**src/core/tcr_map.svh**
```systemverilog
`ifndef TCR_MAP_SVH
`define TCR_MAP_SVH
`define TCR_NUM_REGS 11
`define TCR_WORD_BITS 32
`define TCR_ADDR_FIELD 3:0
`define TCR_ADDR_N 4'h0
`define TCR_ADDR_RXCLK 4'h3
`define TCR_ADDR_DEMOD 4'h4
`define TCR_ADDR_SYNC 4'h5
`define TCR_ADDR_CORR 4'h6
`define TCR_ADDR_PWR 4'h8
`define TCR_ADDR_AGC 4'h9
`define TCR_ADDR_LAST 4'ha
`define TCR_TXRX_BIT 27
`define TCR_SEQ_DIV 27:20
`define TCR_DEMOD_TYPE 5:4
`define TCR_LOCK_COUNT 22:15
`define TCR_LOCK_MODE 25:23
`define TCR_SYNC_WORD 27:4
`define TCR_CAL_BIT 19
`define TCR_REDUCED_GAIN_SELECT_BIT 15
`define TCR_LOGAMP_PD_BIT 10
`define TCR_AGC_LOW 10:4
`define TCR_AGC_HIGH 17:11
`define TCR_AGC_ENABLE_BIT 18
`define TCR_ZERO_WORD 32'h00000000
`define TCR_AGC_RESET 32'h000631e9
`define TCR_AGC_LOW_RESET 7'h1e
`define TCR_AGC_HIGH_RESET 7'h46
`define TCR_SYNC_HOLD_BITS 4'h9
`define TCR_MODE_FREE 3'h0
`define TCR_MODE_SP_LOCK 3'h1
`define TCR_MODE_SYNC_FREE 3'h2
`define TCR_MODE_SYNC_LOCK 3'h3
`define TCR_MODE_PIN 3'h4
`define TCR_MODE_TIMED 3'h5
`define TCR_DEMOD_LINEAR 2'h0
`define TCR_DEMOD_CORR 2'h1
`define TCR_LNA_GAIN_CAP 2'h2
`define TCR_SEQ_ONE 8'h01
`endif

```
**src/core/dummy_end.sv**
```systemverilog
`default_nettype none
`default_nettype wire

```
**src/core/tcr_pkg.sv**
```systemverilog
`default_nettype none
`include "tcr_map.svh"
package tcr_pkg;
  typedef enum logic [1:0] {
    SD_SEARCH = 2'b01,
    SD_HOLD = 2'b10
  } tcr_sync_type;

  typedef struct packed {
    logic [1:0] ceSync;
    logic [1:0] clkSync;
    logic [1:0] dataSync;
    logic [1:0] strobeSync;
    logic clkLast;
    logic strobeLast;
    logic [31:0] shift;
    logic [31:0] word;
    logic wordStrobe;
    logic chipActive;
  } tcr_serial_type;

  typedef struct packed {
    logic [`TCR_NUM_REGS-1:0][31:0] bank;
    logic [23:0] rxBits;
    tcr_sync_type syncState;
    logic [3:0] holdCount;
    logic [7:0] seqCount;
    logic [7:0] lockCount;
    logic [1:0] extLockSync;
    logic demodLocked;
    logic sequencerTick;
    logic lockPinOut;
    logic lockPinOe;
    logic txMode;
    logic antennaTx;
    logic [1:0] demodType;
    logic demodTypeValid;
    logic [2:0] lockMode;
    logic syncDetectEnable;
    logic filterCalStart;
    logic [1:0] lnaGain;
    logic rssiReadbackValid;
    logic auxReadbackValid;
    logic adcReadbackValid;
    logic [6:0] gainLowLimit;
    logic [6:0] gainHighLimit;
  } tcr_core_type;
endpackage : tcr_pkg
`default_nettype wire

```
**src/core/tcr_config_regs.sv**
```systemverilog
// Function
// - Tx/Rx bit sets operating direction and antenna switch state.
// - Demod type 00 linear, 01 correlator, other codes invalid.
// - Lock mode field selects one of six lock behaviours.
// - Sync word detection active only for lock modes 010 and 011.
// - In receive with sync detect, pattern match drives lock pin high.
// - Lock pin returns low after nine further received bits.
// - Mode 5 declares lock after threshold count sequencer periods.
// - Each write to register 6 (correlator) with calibration bit high starts filter calibration.
// - Reduced gain select forbids the highest front-end gain step.
// - Signal strength readback valid in receive; aux blocked with AGC in receive.
// - Transmit converter readback valid only with log amp powered.
// - Unwritten gain thresholds default to 30 low and 70 high.
// - Front-end gain 30 selectable only while reduced gain select is 0.
// - Words shift in MSB first, latch on strobe by low four bits.
// - Serial port inactive while chip enable is low.
`default_nettype none
`include "tcr_map.svh"
module tcr_config_regs (
  input wire logic ref_clk,
  input wire logic rst,
  input wire logic chipEnable,
  input wire logic serialClock,
  input wire logic serialDataIn,
  input wire logic serialLatchStrobe,
  input wire logic rxBit,
  input wire logic rxBitValid,
  input wire logic [1:0] agcGainRequest,
  input wire logic lockPinIn,
  output logic lockPinOut,
  output logic lockPinOe,
  output logic txMode,
  output logic antennaTx,
  output logic [1:0] demodType,
  output logic demodTypeValid,
  output logic [2:0] lockMode,
  output logic syncDetectEnable,
  output logic demodLocked,
  output logic sequencerTick,
  output logic filterCalStart,
  output logic [1:0] lnaGain,
  output logic rssiReadbackValid,
  output logic auxReadbackValid,
  output logic adcReadbackValid,
  output logic [6:0] gainLowLimit,
  output logic [6:0] gainHighLimit
);
  tcr_pkg::tcr_core_type st;
  tcr_pkg::tcr_core_type next_st;
  logic chipActive;
  logic wordStrobe;
  logic [31:0] word;

  function automatic logic isSyncMode(input logic [2:0] mode);
    isSyncMode = (mode == `TCR_MODE_SYNC_FREE) || (mode == `TCR_MODE_SYNC_LOCK);
  endfunction : isSyncMode

  function automatic logic isRx(input logic [31:0] nReg);
    isRx = !nReg[`TCR_TXRX_BIT];
  endfunction : isRx

  tcr_serial_port u_serial (
    .ref_clk(ref_clk),
    .rst(rst),
    .chipEnable(chipEnable),
    .serialClock(serialClock),
    .serialDataIn(serialDataIn),
    .serialLatchStrobe(serialLatchStrobe),
    .chipActive(chipActive),
    .wordStrobe(wordStrobe),
    .word(word)
  );

  always_comb begin
    logic [3:0] addr;
    logic [31:0] nReg;
    logic [31:0] demodReg;
    logic [31:0] corrReg;
    logic [31:0] agcReg;
    logic [7:0] seqDiv;
    logic [23:0] shifted;
    logic rxActive;
    logic demodWrite;
    logic match;
    addr = word[`TCR_ADDR_FIELD];
    next_st = st;
    next_st.filterCalStart = 1'b0;
    next_st.sequencerTick = 1'b0;
    next_st.extLockSync = {st.extLockSync[0], lockPinIn};
    demodWrite = 1'b0;
    if (wordStrobe && chipActive && addr <= `TCR_ADDR_LAST) begin
      next_st.bank[addr] = word;
      demodWrite = (addr == `TCR_ADDR_DEMOD);
      if (addr == `TCR_ADDR_CORR && word[`TCR_CAL_BIT]) begin
        next_st.filterCalStart = 1'b1;
      end
    end
    nReg = st.bank[`TCR_ADDR_N];
    demodReg = st.bank[`TCR_ADDR_DEMOD];
    corrReg = st.bank[`TCR_ADDR_CORR];
    agcReg = st.bank[`TCR_ADDR_AGC];
    seqDiv = st.bank[`TCR_ADDR_RXCLK][`TCR_SEQ_DIV];
    rxActive = isRx(nReg);

    next_st.txMode = !rxActive;
    next_st.antennaTx = !rxActive;
    next_st.demodType = demodReg[`TCR_DEMOD_TYPE];
    next_st.demodTypeValid = (demodReg[`TCR_DEMOD_TYPE] == `TCR_DEMOD_LINEAR) ||
                             (demodReg[`TCR_DEMOD_TYPE] == `TCR_DEMOD_CORR);
    next_st.lockMode = demodReg[`TCR_LOCK_MODE];
    next_st.syncDetectEnable = isSyncMode(demodReg[`TCR_LOCK_MODE]);
    next_st.gainLowLimit = agcReg[`TCR_AGC_LOW];
    next_st.gainHighLimit = agcReg[`TCR_AGC_HIGH];

    // Highest step is removed in reduced gain mode
    if (corrReg[`TCR_REDUCED_GAIN_SELECT_BIT] && agcGainRequest > `TCR_LNA_GAIN_CAP) begin
      next_st.lnaGain = `TCR_LNA_GAIN_CAP;
    end else begin
      next_st.lnaGain = agcGainRequest;
    end

    next_st.rssiReadbackValid = rxActive;
    next_st.auxReadbackValid = !(rxActive && agcReg[`TCR_AGC_ENABLE_BIT]);
    next_st.adcReadbackValid = rxActive ||
                               !st.bank[`TCR_ADDR_PWR][`TCR_LOGAMP_PD_BIT];

    // Sequencer divider; zero behaves as divide by one
    if (st.seqCount + `TCR_SEQ_ONE >= seqDiv) begin
      next_st.seqCount = 8'h00;
      next_st.sequencerTick = 1'b1;
    end else begin
      next_st.seqCount = st.seqCount + `TCR_SEQ_ONE;
    end

    // Sync pattern search, newest bit in the LSB
    shifted = {st.rxBits[22:0], rxBit};
    match = 1'b0;
    if (rxBitValid) begin
      next_st.rxBits = shifted;
      match = (shifted == st.bank[`TCR_ADDR_SYNC][`TCR_SYNC_WORD]) && rxActive &&
              isSyncMode(demodReg[`TCR_LOCK_MODE]);
    end
    unique case (st.syncState)
      tcr_pkg::SD_SEARCH: begin
        if (match) begin
          next_st.syncState = tcr_pkg::SD_HOLD;
          next_st.holdCount = 4'h0;
        end
      end
      tcr_pkg::SD_HOLD: begin
        if (rxBitValid) begin
          next_st.holdCount = st.holdCount + 4'h1;
          if (st.holdCount + 4'h1 == `TCR_SYNC_HOLD_BITS) begin
            next_st.syncState = tcr_pkg::SD_SEARCH;
          end
        end
      end
      default: begin
        next_st.syncState = tcr_pkg::SD_SEARCH;
      end
    endcase

    // Lock decision per mode
    unique case (demodReg[`TCR_LOCK_MODE])
      `TCR_MODE_SP_LOCK: next_st.demodLocked = 1'b1;
      `TCR_MODE_SYNC_LOCK: next_st.demodLocked = st.demodLocked || match;
      `TCR_MODE_PIN: next_st.demodLocked = st.extLockSync[1];
      `TCR_MODE_TIMED: begin
        if (st.lockCount == demodReg[`TCR_LOCK_COUNT]) begin
          next_st.demodLocked = 1'b1;
        end else if (st.sequencerTick) begin
          next_st.lockCount = st.lockCount + 8'h01;
        end
      end
      default: next_st.demodLocked = 1'b0;
    endcase
    if (demodWrite || !rxActive) begin
      next_st.lockCount = 8'h00;
      next_st.demodLocked = 1'b0;
      next_st.syncState = tcr_pkg::SD_SEARCH;
    end

    next_st.lockPinOe = (demodReg[`TCR_LOCK_MODE] != `TCR_MODE_PIN);
    if (isSyncMode(demodReg[`TCR_LOCK_MODE])) begin
      next_st.lockPinOut = (next_st.syncState == tcr_pkg::SD_HOLD);
    end else begin
      next_st.lockPinOut = next_st.demodLocked && next_st.lockPinOe;
    end
  end

  always_ff @(posedge ref_clk or posedge rst) begin
    if (rst) begin
      st <= '0;
      st.bank[`TCR_ADDR_AGC] <= `TCR_AGC_RESET;
      st.syncState <= tcr_pkg::SD_SEARCH;
      st.lockPinOe <= 1'b1;
      st.demodTypeValid <= 1'b1;
      st.rssiReadbackValid <= 1'b1;
      st.adcReadbackValid <= 1'b1;
      st.gainLowLimit <= `TCR_AGC_LOW_RESET;
      st.gainHighLimit <= `TCR_AGC_HIGH_RESET;
    end else begin
      st <= next_st;
    end
  end

  assign lockPinOut = st.lockPinOut;
  assign lockPinOe = st.lockPinOe;
  assign txMode = st.txMode;
  assign antennaTx = st.antennaTx;
  assign demodType = st.demodType;
  assign demodTypeValid = st.demodTypeValid;
  assign lockMode = st.lockMode;
  assign syncDetectEnable = st.syncDetectEnable;
  assign demodLocked = st.demodLocked;
  assign sequencerTick = st.sequencerTick;
  assign filterCalStart = st.filterCalStart;
  assign lnaGain = st.lnaGain;
  assign rssiReadbackValid = st.rssiReadbackValid;
  assign auxReadbackValid = st.auxReadbackValid;
  assign adcReadbackValid = st.adcReadbackValid;
  assign gainLowLimit = st.gainLowLimit;
  assign gainHighLimit = st.gainHighLimit;
endmodule : tcr_config_regs
`default_nettype wire

```
**src/core/tcr_serial_port.sv**
```systemverilog
`default_nettype none
`include "tcr_map.svh"
module tcr_serial_port (
  input wire logic ref_clk,
  input wire logic rst,
  input wire logic chipEnable,
  input wire logic serialClock,
  input wire logic serialDataIn,
  input wire logic serialLatchStrobe,
  output logic chipActive,
  output logic wordStrobe,
  output logic [31:0] word
);
  tcr_pkg::tcr_serial_type st;
  tcr_pkg::tcr_serial_type next_st;

  always_comb begin
    next_st = st;
    next_st.ceSync = {st.ceSync[0], chipEnable};
    next_st.clkSync = {st.clkSync[0], serialClock};
    next_st.dataSync = {st.dataSync[0], serialDataIn};
    next_st.strobeSync = {st.strobeSync[0], serialLatchStrobe};
    next_st.clkLast = st.clkSync[1];
    next_st.strobeLast = st.strobeSync[1];
    next_st.chipActive = st.ceSync[1];
    next_st.wordStrobe = 1'b0;
    if (!st.ceSync[1]) begin
      // Port is unpowered: drop any partial word
      next_st.shift = `TCR_ZERO_WORD;
    end else begin
      if (st.clkSync[1] && !st.clkLast) begin
        next_st.shift = {st.shift[30:0], st.dataSync[1]};
      end
      if (st.strobeSync[1] && !st.strobeLast) begin
        next_st.word = st.shift;
        next_st.wordStrobe = 1'b1;
      end
    end
  end

  always_ff @(posedge ref_clk or posedge rst) begin
    if (rst) begin
      st <= '0;
    end else begin
      st <= next_st;
    end
  end

  assign chipActive = st.chipActive;
  assign wordStrobe = st.wordStrobe;
  assign word = st.word;
endmodule : tcr_serial_port
`default_nettype wire
```
**config.mk**
```make
export PLATFORM = sky130hd
export DESIGN_NAME = tcr_config_regs
export DESIGN_NICKNAME = d
export VERILOG_FILES = /design/src/core/dummy_end.sv /design/src/core/tcr_pkg.sv /design/src/core/tcr_config_regs.sv /design/src/core/tcr_serial_port.sv
export VERILOG_INCLUDE_DIRS = /design/src /design/src/core
export SDC_FILE = /design/constraint.sdc
export NUM_CORES = 1
export LEC_CHECK = 0
export BUFFER_PORTS_ARGS = -buffer_cell sky130_fd_sc_hd__buf_2
export CORE_MARGIN = 5
export CORE_UTILIZATION = 30
export CTS_CLUSTER_SIZE = 24
export DETAILED_ROUTE_END_ITERATION = 8
export PLACE_DENSITY_LB_ADDON = 0.08
export SLEW_MARGIN = 0
export SYNTH_ARGS = -nofsm -noshare
export SYNTH_HDL_FRONTEND = slang
export SYNTH_SLANG_ARGS = --single-unit
```
**constraint.sdc**
```tcl
create_clock -name ref_clk -period 6.64 [get_ports ref_clk]
set_clock_uncertainty 0.1 [all_clocks]
set_input_delay 0.332 -clock ref_clk [delete_from_list [all_inputs] [get_ports ref_clk]]
set_output_delay 0.332 -clock ref_clk [all_outputs]
set_load 0.05 [all_outputs]
```
==> results of run 1 <==
[cell usage after synthesis (2+ instances only)]
cell      instances
dfstp_2          20
a211oi_1          3
inv_1            18
a21oi_1           6
buf_1             3
a22o_1            2
clkbuf_1         20
or3_1             2
nor4_1            2
o21ai_0           7
a21boi_0         36
and2_1            6
nor3b_1           2
nand2_1         154
nor2_1           18
xnor2_1          25
xor2_1           19
mux2_2           86
nand2b_1          4
o211ai_1          2
dfrtp_1         190
nand3_1          11
nor3_1            4
nand3b_1          4
ha_1             14
nor2b_1           2
a21o_1            3
and4_1            2
nand4_1           8
and3_1            2
o22ai_1           2
buf_4            22
[worst max-delay path: cells and delay by family, from the launching register on]
family / cells / cell delay [ns]
flops: 1 / 0.42
compound gates: 2 / 0.24
simple gates: 4 / 1.90
[through the flow]
stage,utilization,setup WS [ns],hold WS (ns)
floorplan,-,0.5036,0.2312
global placement,0.3198,3.888,0.2345
detailed placement,0.3198,3.812,0.2372
CTS,0.3551,3.796,0.2517
global route,0.3551,3.568,0.2577
finish,0.3551,3.851,0.2490
[worst max-delay path by stage]
stage | from | to | slack, ns | cells after the start
after floorplan | rst | antennaTx$_DFF_PP0_ | 0.50 | 1
after global placement | u_serial.word[0]$_DFFE_PP0P_ | lockPinOut$_DFF_PP0_ | 3.89 | 6
after detailed placement | u_serial.word[0]$_DFFE_PP0P_ | lockPinOut$_DFF_PP0_ | 3.81 | 6
after CTS | u_serial.word[0]$_DFFE_PP0P_ | lockPinOut$_DFF_PP0_ | 3.80 | 6
after global routing | u_serial.word[0]$_DFFE_PP0P_ | lockPinOut$_DFF_PP0_ | 3.57 | 6
final | u_serial.word[0]$_DFFE_PP0P_ | lockPinOut$_DFF_PP0_ | 3.85 | 6
[sequential cells by signal (all words and copies together), names as in the netlist, 2 cells and up]
signal	cells
st	89
u_serial.next_st	7
u_serial.word	28
lnaGain	2
u_serial.st	31
gainLowLimit	7
gainHighLimit	7
demodType	2
next_st	21
lockMode	3
[kinds of logic after synthesis]
kind of cell,share of synthesized area
xor+xnor,0.04461
compound gates,0.05707
mux,0.1133
buf+inv,0.03751
flops,0.6112
fa+ha+maj,0.02028
simple gates,0.1160
[layout make-up]
type	count	area [µm²]
clock buffer	32	691.9
fill	2888	18410
clock inverter	13	225.2
timing repair buffer	57	342.8
tap	384	480.5
sequential	210	5280
multi-input combinational	439	3042
inverter	18	75.07
[routing by layer]
layer | part of all wire | routed length [µm] | track usage
met1 | 0.46 | 8634 | 0.1596
met4 | 0.021 | 388 | 0.02865
met5 | 0 | 0 | 0
met3 | 0.034 | 633 | 0.02041
met2 | 0.48 | 8967 | 0.1923
[where the power goes]
group / total [mW] / internal, mW / switching (mW)
combinational: 0.182 / 0.0946 / 0.0879
sequential: 1.41 / 1.35 / 0.0630
clock: 1.50 / 0.968 / 0.534
total: 3.09 / 2.41 / 0.685
==> impl_metrics.py, run 1 <==
metrics = {
    "yosys": {
        "netlist_area_um2": 8638,
        "yosys.area.top_type": "dfrtp_1",
        "synth_ff_type": "dfrtp_1",
        "synth_edf_count": 0,
        "syn_area_per_cell_um2": 12.12,
        "postSynthCellCount": 713,
        "synthTopCellsByArea": "dfrtp_1 (55%), mux2_2 (11%), nand2_1 (6.7%)",
        "ys_ff_latch": 210,
        "yosysWarningCount": 0,
        "syn_nets": 738,
        "async_reset_ff_frac": 1.000,
        "yosys.cell_types.count": 46,
        "seq_area_frac_synth": 0.6112,
        "netlist.area_leader.share": 0.5504,
    },
    "pwr": {
        "vdd_drop_max_v": 0.0001314,
        "power.density_nw_per_um2": 305.1,
        "total_power_mw": 3.093,
        "p_leak_nw": 4.755,
    },
    "setup_path": {
        "r2r-start": "u_serial.word[0]$_DFFE_PP0P_",
        "r2r_end": "lockPinOut$_DFF_PP0_",
        "crit_fanout": 15,
        "setup.worst_path.end_class": "flip-flop",
        "arrival_ns": 3.08,
        "crit_path_start_kind": "flip-flop",
        "worstSetupPathType": "flip-flop to flip-flop",
        "cp.required_ns": 6.93,
        "slowest_delay_ns": 0.68,
        "rr_worst_depth": 6,
        "r2r_slack_ns": 3.85,
        "crit_path_cell_trace": "nor4bb_1, nand3b_1, nand2_1, nor2_1, o211ai_1, o31ai_1",
        "crit_path_top_delay_cell": "nand3b_1",
    },
    "detailed_routing": {
        "wl_um": 18620,
        "drtIter0Drc": 237,
        "via_count": 5155,
        "via_per_inst": 4.471,
        "dr.pass1.iters": 5,
        "drc_errors": 0,
        "final_antenna_net_count": 0,
        "wl_per_cell_um": 16.15,
    },
    "cells_and_area": {
        "antennaDiodeCount": 0,
        "final_cells": 1153,
        "final_cell_mix": "dfrtp_1 (190), nand2_1 (154), mux2_2 (86), buf_2 (43), a21boi_0 (36)",
        "syn2layout_area_growth_pct": 17.35,
        "design_area_um2": 10140,
        "final_common_cell": "dfrtp_1",
        "nets": 776,
        "drive_gt1_frac": 0.2666,
    },
    "floorplan": {
        "die_height_um": 179.7,
        "row_count": 62,
        "design.die.area_um2": 32290,
        "start_util": 0.3026,
        "io_pins": 44,
        "die_w_um": 179.7,
        "core_um2": 28550,
    },
    "hold_path": {
        "holdPathStages": 0,
        "min_to": "u_serial.next_st[66]$_DFF_PP0_",
        "min-delay-start": "u_serial.next_st[69]$_DFF_PP0_",
        "hold_path.class": "flip-flop to flip-flop",
    },
    "sta": {
        "timing.final.crit_share": 0.4201,
        "period_needed_ns": 2.789,
        "tns_ns": 0,
        "relSlewSlack": 0.2476,
        "maxSlewViolCount": 0,
        "tightest_slew_ns": 1.129,
        "max_clock_freq_ghz": 0.3585,
        "rsz0062_at_grt": "no",
        "final-hold-violation-count": 0,
        "setup_violations": 0,
    },
    "clock_network": {
        "clk_pin_slew_ns": 0.06,
        "tritoncts": "built",
        "cts_num_sinks": 210,
        "cts_setup_buffers": 0,
        "ctsRootBufferMaster": "clkbuf_16",
        "hold_buffers": 9,
        "postCtsResizedCells": 0,
        "cts_buffer_depth": 3,
        "htree_num_levels": 1,
        "clkLatencyLatePin_ns": 0.51,
        "cts_buffers": 25,
    },
    "grt": {
        "grt_pass1_wl_um": 31010,
        "grt_pass1_vias": 5564,
        "grt_max_degree": 138,
        "grt.overflow.total": 0,
        "antenna_found_initial": 0,
        "grt_util_all_layers": 0.1162,
    },
    "placed_design": {
        "gp_congestion": 0.7027,
        "hpwl_um": 12340,
        "numPortBuffers": 43,
        "placed_area_um2": 9130,
        "dp.cells": 1099,
    },
    "run_status": {
        "status": "finished, final reports clean",
    },
    "run": {
        "cap_violations": 0,
    },
}
No activity file was read; power rests on OpenSTA's default activity.
==> run 2, diff against run 1 <==
--- a/config.mk
+++ b/config.mk
@@ -6,6 +6,7 @@
 export SDC_FILE = /design/constraint.sdc
 export NUM_CORES = 1
 export LEC_CHECK = 0
+export ABC_AREA = 1
 export BUFFER_PORTS_ARGS = -buffer_cell sky130_fd_sc_hd__buf_2
 export CORE_MARGIN = 5
 export CORE_UTILIZATION = 30
==> constraint.sdc (replaced) <==
create_clock -name ref_clk -period 2.7 [get_ports ref_clk]
set_clock_uncertainty 0.1 [all_clocks]
set_input_delay 0.135 -clock ref_clk [delete_from_list [all_inputs] [get_ports ref_clk]]
set_output_delay 0.135 -clock ref_clk [all_outputs]
set_load 0.05 [all_outputs]
==> run 2 against run 1 <==
Effect of this change: register-to-register slack got worse by 3.6 ns; power rose by 140%; wire length rose by 4.5%; sequential cell count did not move.
==> impl_metrics.py, run 2 <==
metrics = {
    "run_status": {
        "status": "finished, final reports clean",
    },
    "grt": {
        "grt_pass1_wl_um": 32970,
        "grt_util_all_layers": 0.1224,
        "grt.overflow.total": 0,
        "grt_max_degree": 49,
        "antenna_found_initial": 0,
        "grt_pass1_vias": 6194,
    },
    "floorplan": {
        "design.die.area_um2": 32760,
        "die_height_um": 181,
        "core_um2": 28780,
        "io_pins": 44,
        "die_w_um": 181,
        "row_count": 62,
        "start_util": 0.3048,
    },
    "setup_path": {
        "arrival_ns": 2.75,
        "r2r_end": "st[45]$_DFF_PP0_",
        "setup.worst_path.end_class": "flip-flop",
        "crit_path_start_kind": "flip-flop",
        "worstSetupPathType": "flip-flop to flip-flop",
        "crit_fanout": 9,
        "r2r_slack_ns": 0.28,
        "r2r-start": "st[43]$_DFF_PP0_",
        "cp.required_ns": 3.03,
        "rr_worst_depth": 11,
    },
    "yosys": {
        "synthTopCellsByArea": "dfrtp_1 (54%), nand2_1 (11%), o21ai_0 (7.6%)",
        "syn_nets": 990,
        "yosys.cell_types.count": 37,
        "netlist.area_leader.share": 0.5420,
        "yosysWarningCount": 0,
        "netlist_area_um2": 8772,
        "ys_top_cells_by_count": "nand2_1 (266), dfrtp_1 (190), o21ai_0 (134), inv_1 (130), nor2_1 (55)",
        "async_reset_ff_frac": 1.000,
        "ys_ff_latch": 210,
        "postSynthCellCount": 965,
        "yosys.area.top_type": "dfrtp_1",
        "synth_most_common_cell": "nand2_1",
        "seq_area_frac_synth": 0.6019,
        "syn_area_per_cell_um2": 9.090,
        "synth_edf_count": 0,
        "synth_ff_type": "dfrtp_1",
    },
    "cells_and_area": {
        "regMostFlops": "st",
        "final_common_cell": "nand2_1",
        "final_cell_mix": "nand2_1 (266), dfrtp_1 (190), o21ai_0 (134), inv_1 (129), nor2_1 (53)",
        "design_area_um2": 10200,
        "regArea_um2": 5280,
        "final_cells": 1407,
        "fill_cells": 2906,
        "nets": 1029,
        "multi_input_area_um2": 2708,
        "syn2layout_area_growth_pct": 16.32,
        "antennaDiodeCount": 0,
        "largest_reg_flops": 89,
        "drive_gt1_frac": 0.1261,
    },
    "placed_design": {
        "placed_area_um2": 9361,
        "gp_congestion": 0.7276,
        "numPortBuffers": 43,
        "place_ws_ns": 0.1289,
        "hpwl_um": 13290,
        "dp.cells": 1352,
    },
    "clock_network": {
        "cts_buffer_depth": 3,
        "cts_buffers": 25,
        "clkLatencyLatePin_ns": 0.52,
        "ctsRootBufferMaster": "clkbuf_16",
        "cts_setup_buffers": 0,
        "tritoncts": "built",
        "htree_num_levels": 1,
        "clk_pin_slew_ns": 0.06,
        "cts_num_sinks": 210,
    },
    "sta": {
        "max_clock_freq_ghz": 0.4129,
        "rsz0062_at_grt": "no",
        "relSlewSlack": 0.5707,
        "tightest_slew_ns": 0.6426,
        "fin_hold_ws_ns": 0.01440,
        "final-hold-violation-count": 0,
        "period_needed_ns": 2.422,
        "timing.final.crit_share": 0.8970,
        "setup_slack_ns": 0.2780,
        "setup_violations": 0,
        "maxSlewViolCount": 0,
    },
    "detailed_routing": {
        "wl_um": 19460,
        "wl_per_cell_um": 13.83,
        "final_antenna_net_count": 0,
        "via_per_inst": 4.230,
        "drtIter0Drc": 353,
        "drc_errors": 0,
        "via_count": 5952,
        "dr.pass1.iters": 6,
    },
    "hold_path": {
        "holdPathStages": 3,
        "min_to": "st[68]$_DFFE_PP0P_",
        "min-delay-start": "rxBitValid",
        "hold_path.class": "input pin to flip-flop",
    },
    "pwr": {
        "switching_share": 0.2640,
        "intPower_mw": 5.377,
        "p_leak_nw": 4.851,
        "p_clk_frac": 0.425,
        "vdd_drop_max_v": 0.0004092,
        "total_power_mw": 7.306,
        "netSwitchingPower_mw": 1.929,
        "power.density_nw_per_um2": 716.0,
        "p_comb_frac": 0.104,
        "sequentialPowerShare": 0.472,
    },
    "run": {
        "cap_violations": 0,
    },
}
run 2: worst max-delay path by stage:
| stage | start | end | slack [ns] | cells after the start |
|---|---|---|---|---|
| finish | st[43]$_DFF_PP0_ | st[45]$_DFF_PP0_ | 0.28 | 11 |
| global route | st[43]$_DFF_PP0_ | st[45]$_DFF_PP0_ | 0.04 | 14 |
| CTS | st[43]$_DFF_PP0_ | st[45]$_DFF_PP0_ | 0.12 | 12 |
| detailed placement | st[43]$_DFF_PP0_ | st[45]$_DFF_PP0_ | 0.13 | 12 |
| global placement | st[43]$_DFF_PP0_ | st[45]$_DFF_PP0_ | 0.08 | 12 |
| floorplan | rst | antennaTx$_DFF_PP0_ | -0.25 | 1 |
run 2: cell type report:
cell class	count	share of cell area
clock inverters	6	0.003311
repair buffers	68	0.04782
multi-input cells	567	0.2654
flip-flops and latches	210	0.5175
clock buffers	40	0.06977
inverters	132	0.04917
well taps	384	0.04709
run 2: critical path, stage by stage, from the launching register on:
cell       delay [ns]
dfrtp_1          0.39
nand3_1          0.12
nand3b_1         0.21
nand3b_1         0.21
xor2_1           0.19
inv_1            0.06
ha_1             0.28
nand2_1          0.10
nor2_1           0.07
nand4_1          0.08
o2111ai_2        0.27
nor3_1           0.23
run 2: metrics by stage:
stage            util  TNS [ns]
6_report       0.3545         0
5_1_grt        0.3545         0
4_1_cts        0.3543         0
3_5_place_dp   0.3253         0
3_3_place_gp   0.3253         0
2_1_floorplan       -    -46.91
run 2: logic make-up after synthesis:
logic type               synth area share
AO/OA/AOI/OAI                      0.1016
XOR/XNOR                          0.01797
adder cells (fa/ha/maj)           0.01997
buffers and inverters             0.09186
flip-flops                         0.6019
multiplexers                     0.001284
AND/OR/NAND/NOR                    0.1655
run 2: what timing repair did:
action / CTS / global route
hold buffers: 9 / 0
hold endpoints to repair: 23 / 0
endpoints found under the setup margin: 0 / 8
resized for setup: 0 / 1
run 2: routing by layer:
layer / up-vias / global-route usage / wire (µm)
li1: 3073 / - / -
met1: 2790 / 0.1704 / 9564
met2: 62 / 0.2012 / 8936
met3: 27 / 0.02031 / 613
met4: 0 / 0.02912 / 346
met5: - / 0 / 0
run 2: power groups by stage:
stage / sequential (mW) / clock, mW / combinational (mW)
global placement: 3.50 / 0 / 0.768
finish: 3.45 / 3.10 / 0.757
floorplan: 3.51 / 0 / 0.514
detailed placement: 3.50 / 0 / 0.763
CTS: 3.45 / 3.23 / 0.779
global route: 3.47 / 3.35 / 0.896
==> run 3, diff against run 2 <==
--- a/config.mk
+++ b/config.mk
@@ -7,11 +7,11 @@
 export NUM_CORES = 1
 export LEC_CHECK = 0
 export ABC_AREA = 1
-export BUFFER_PORTS_ARGS = -buffer_cell sky130_fd_sc_hd__buf_2
-export CORE_MARGIN = 5
+export CORE_MARGIN = 3
 export CORE_UTILIZATION = 30
 export CTS_CLUSTER_SIZE = 24
 export DETAILED_ROUTE_END_ITERATION = 8
+export DONT_BUFFER_PORTS = 1
 export PLACE_DENSITY_LB_ADDON = 0.08
 export SLEW_MARGIN = 0
 export SYNTH_ARGS = -nofsm -noshare
==> run 3 against run 2 <==
Effect of this change: core utilization rose by 0.31 points; worst hold slack improved by 0.051 ns; global-route usage rose by 0.35 points; die area fell by 4.4%; cell count fell by 3.3%; first-iteration DRC count fell by 14%; wire length fell by 1.3%; clock power rose by 10%; combinational power fell by 4.2%; via count fell by 2.3%; register-to-register slack got worse by 0.09 ns; maximum frequency fell by 3.6%; critical path type unchanged; largest cell class unchanged; largest power group unchanged.
==> impl_metrics.py, run 3 (same netlist as run 2, synthesis figures left out) <==
metrics = {
    "run_status": {
        "status": "finished, final reports clean",
    },
    "grt": {
        "antenna_found_initial": 0,
        "grt_pass1_wl_um": 31680,
        "grt_util_all_layers": 0.1259,
        "grt.overflow.total": 0,
        "grt_max_degree": 92,
        "grt_pass1_vias": 5853,
    },
    "cells_and_area": {
        "regMostFlops": "st",
        "drive_gt1_frac": 0.09470,
        "fill_cells": 2894,
        "syn2layout_area_growth_pct": 15.45,
        "design_area_um2": 10130,
        "nets": 987,
        "final_cell_mix": "nand2_1 (265), dfrtp_1 (190), o21ai_0 (134), inv_1 (129), nor2_1 (51)",
        "largest_reg_flops": 89,
        "antennaDiodeCount": 0,
        "final_common_cell": "nand2_1",
    },
    "setup_path": {
        "crit_fanout": 5,
        "path_delay_family": "simple AND/OR/NAND/NOR gates",
        "crit_path_top_delay_cell": "a21oi_1",
        "path_buf_inv": 1,
        "crit_path_start_kind": "flip-flop",
        "slowest_delay_ns": 0.41,
        "crit_path_cell_trace": "nand3_1, nand3b_1, nand3b_1, xor2_1, inv_1, ha_1, a21oi_1, o2111ai_4, nor3_1",
        "crit_top_cell": "nand3b_1",
        "setup.worst_path.end_class": "flip-flop",
        "cp.required_ns": 3.03,
        "arrival_ns": 2.84,
        "worstSetupPathType": "flip-flop to flip-flop",
    },
    "clock_network": {
        "cts_buffer_depth": 3,
        "cts_setup_buffers": 0,
        "htree_num_levels": 1,
        "clkLatencyLatePin_ns": 0.53,
        "clk_pin_slew_ns": 0.06,
        "cts_buffers": 26,
        "cts_num_sinks": 210,
        "tritoncts": "built",
        "ctsRootBufferMaster": "clkbuf_16",
    },
    "sta": {
        "relSlewSlack": 0.3307,
        "timing.final.crit_share": 0.9303,
        "max_clock_freq_ghz": 0.3981,
        "final-hold-violation-count": 0,
        "maxSlewViolCount": 0,
        "period_needed_ns": 2.512,
        "setup_violations": 0,
        "tns_ns": 0,
        "tightest_slew_ns": 1.005,
    },
    "detailed_routing": {
        "via_per_inst": 4.277,
        "dr.pass1.iters": 4,
        "via_count": 5817,
        "drtIter0Drc": 305,
        "final_antenna_net_count": 0,
        "wl_per_cell_um": 14.13,
        "wl_um": 19210,
        "drc_errors": 0,
    },
    "floorplan": {
        "core_um2": 28320,
        "die_height_um": 177,
        "die_w_um": 177,
        "design.die.area_um2": 31330,
        "io_pins": 44,
        "row_count": 61,
        "start_util": 0.3098,
    },
    "run": {
        "cap_violations": 0,
    },
    "pwr": {
        "total_power_mw": 7.639,
        "p_leak_nw": 4.695,
        "power.density_nw_per_um2": 754.3,
        "vdd_drop_max_v": 0.0004025,
    },
    "placed_design": {
        "hpwl_um": 12830,
        "numPortBuffers": 0,
        "gp_congestion": 0.7383,
        "placed_area_um2": 9076,
    },
    "hold_path": {
        "hold_path.class": "input pin to flip-flop",
    },
}
## run 3: changes by cell type in the layout (fill, tap and decap cells not counted), moves of 3 or more
cell	delta
buf_2	-43
clkbuf_1	-4
buf_4	-3
dlygate4sd3_1	+3
## run 3: metal layers
| metal | routed length [µm] | up-vias | GRT usage |
|---|---|---|---|
| li1 | - | 2995 | - |
| met1 | 9413 | 2725 | 0.1758 |
| met2 | 8753 | 61 | 0.2014 |
| met3 | 562 | 36 | 0.02274 |
| met4 | 481 | 0 | 0.03535 |
| met5 | 0 | - | 0 |
## run 3: layout make-up
| class | count | area (µm²) | area share |
|---|---|---|---|
| Clock buffer | 40 | 774.5 | 0.07648 |
| Clock inverter | 8 | 67.56 | 0.006672 |
| Inverter | 132 | 501.7 | 0.04954 |
| Multi-Input combinational cell | 568 | 2770 | 0.2735 |
| Sequential cell | 210 | 5280 | 0.5214 |
| Tap cell | 378 | 473.0 | 0.04670 |
| Timing Repair Buffer | 24 | 260.3 | 0.02570 |
## run 3: metrics by stage
step,util,worst slack [ns],hold slack (ns),instances
floorplan,-,-0.2469,0.06643,965
global placement,0.3205,0.07363,-0.06314,1298
detailed placement,0.3205,0.01986,-0.06152,1298
CTS,0.3552,0.02770,0.03893,1359
global route,0.3577,-0.003981,0.05274,1360
finish,0.3577,0.1882,0.06564,1360
## run 3: path summary, 6_finish.rpt
| path | slack (ns) | startpoint | to | depth (start not counted) |
|---|---|---|---|---|
| min | 0.07 | lockPinIn | next_st[34]$_DFF_PP0_ | 1 |
| max reg2reg | 0.19 | st[43]$_DFF_PP0_ | st[45]$_DFF_PP0_ | 9 |
| max in group asynchronous | 1.41 | rst | st[67]$_DFFE_PP0P_ | 3 |
| min reg2reg | 0.24 | u_serial.next_st[73]$_DFF_PP0_ | u_serial.next_st[67]$_DFF_PP0_ | 0 |
| max | 0.19 | st[43]$_DFF_PP0_ | st[45]$_DFF_PP0_ | 9 |
| min in group asynchronous | 0.13 | rst | adcReadbackValid$_DFF_PP1_ | 2 |
## run 3: worst register-to-register path, delay by kind of cell (launching register included)
kind,cells,cell delay (ns)
AND/OR/NAND/NOR,4,0.73
adder cells (fa/ha/maj),1,0.32
AO/OA/AOI/OAI,2,0.65
buffers and inverters,1,0.06
XOR/XNOR,1,0.18
flip-flops,1,0.39
## run 3: where the power goes
| part | total, mW | internal [mW] | switching, mW | leakage, nW |
|---|---|---|---|---|
| registers | 3.50 | 3.33 | 0.169 | 2.75 |
| logic | 0.725 | 0.250 | 0.475 | 1.53 |
| clock network | 3.41 | 2.06 | 1.35 | 0.416 |
| total | 7.64 | 5.65 | 1.99 | 4.70 |
## run 3: what timing repair did
item	4_1_cts	5_1_grt
hold endpoints to repair	229	0
resized for setup	0	9
endpoints found under the setup margin	0	9
hold buffers	13	0
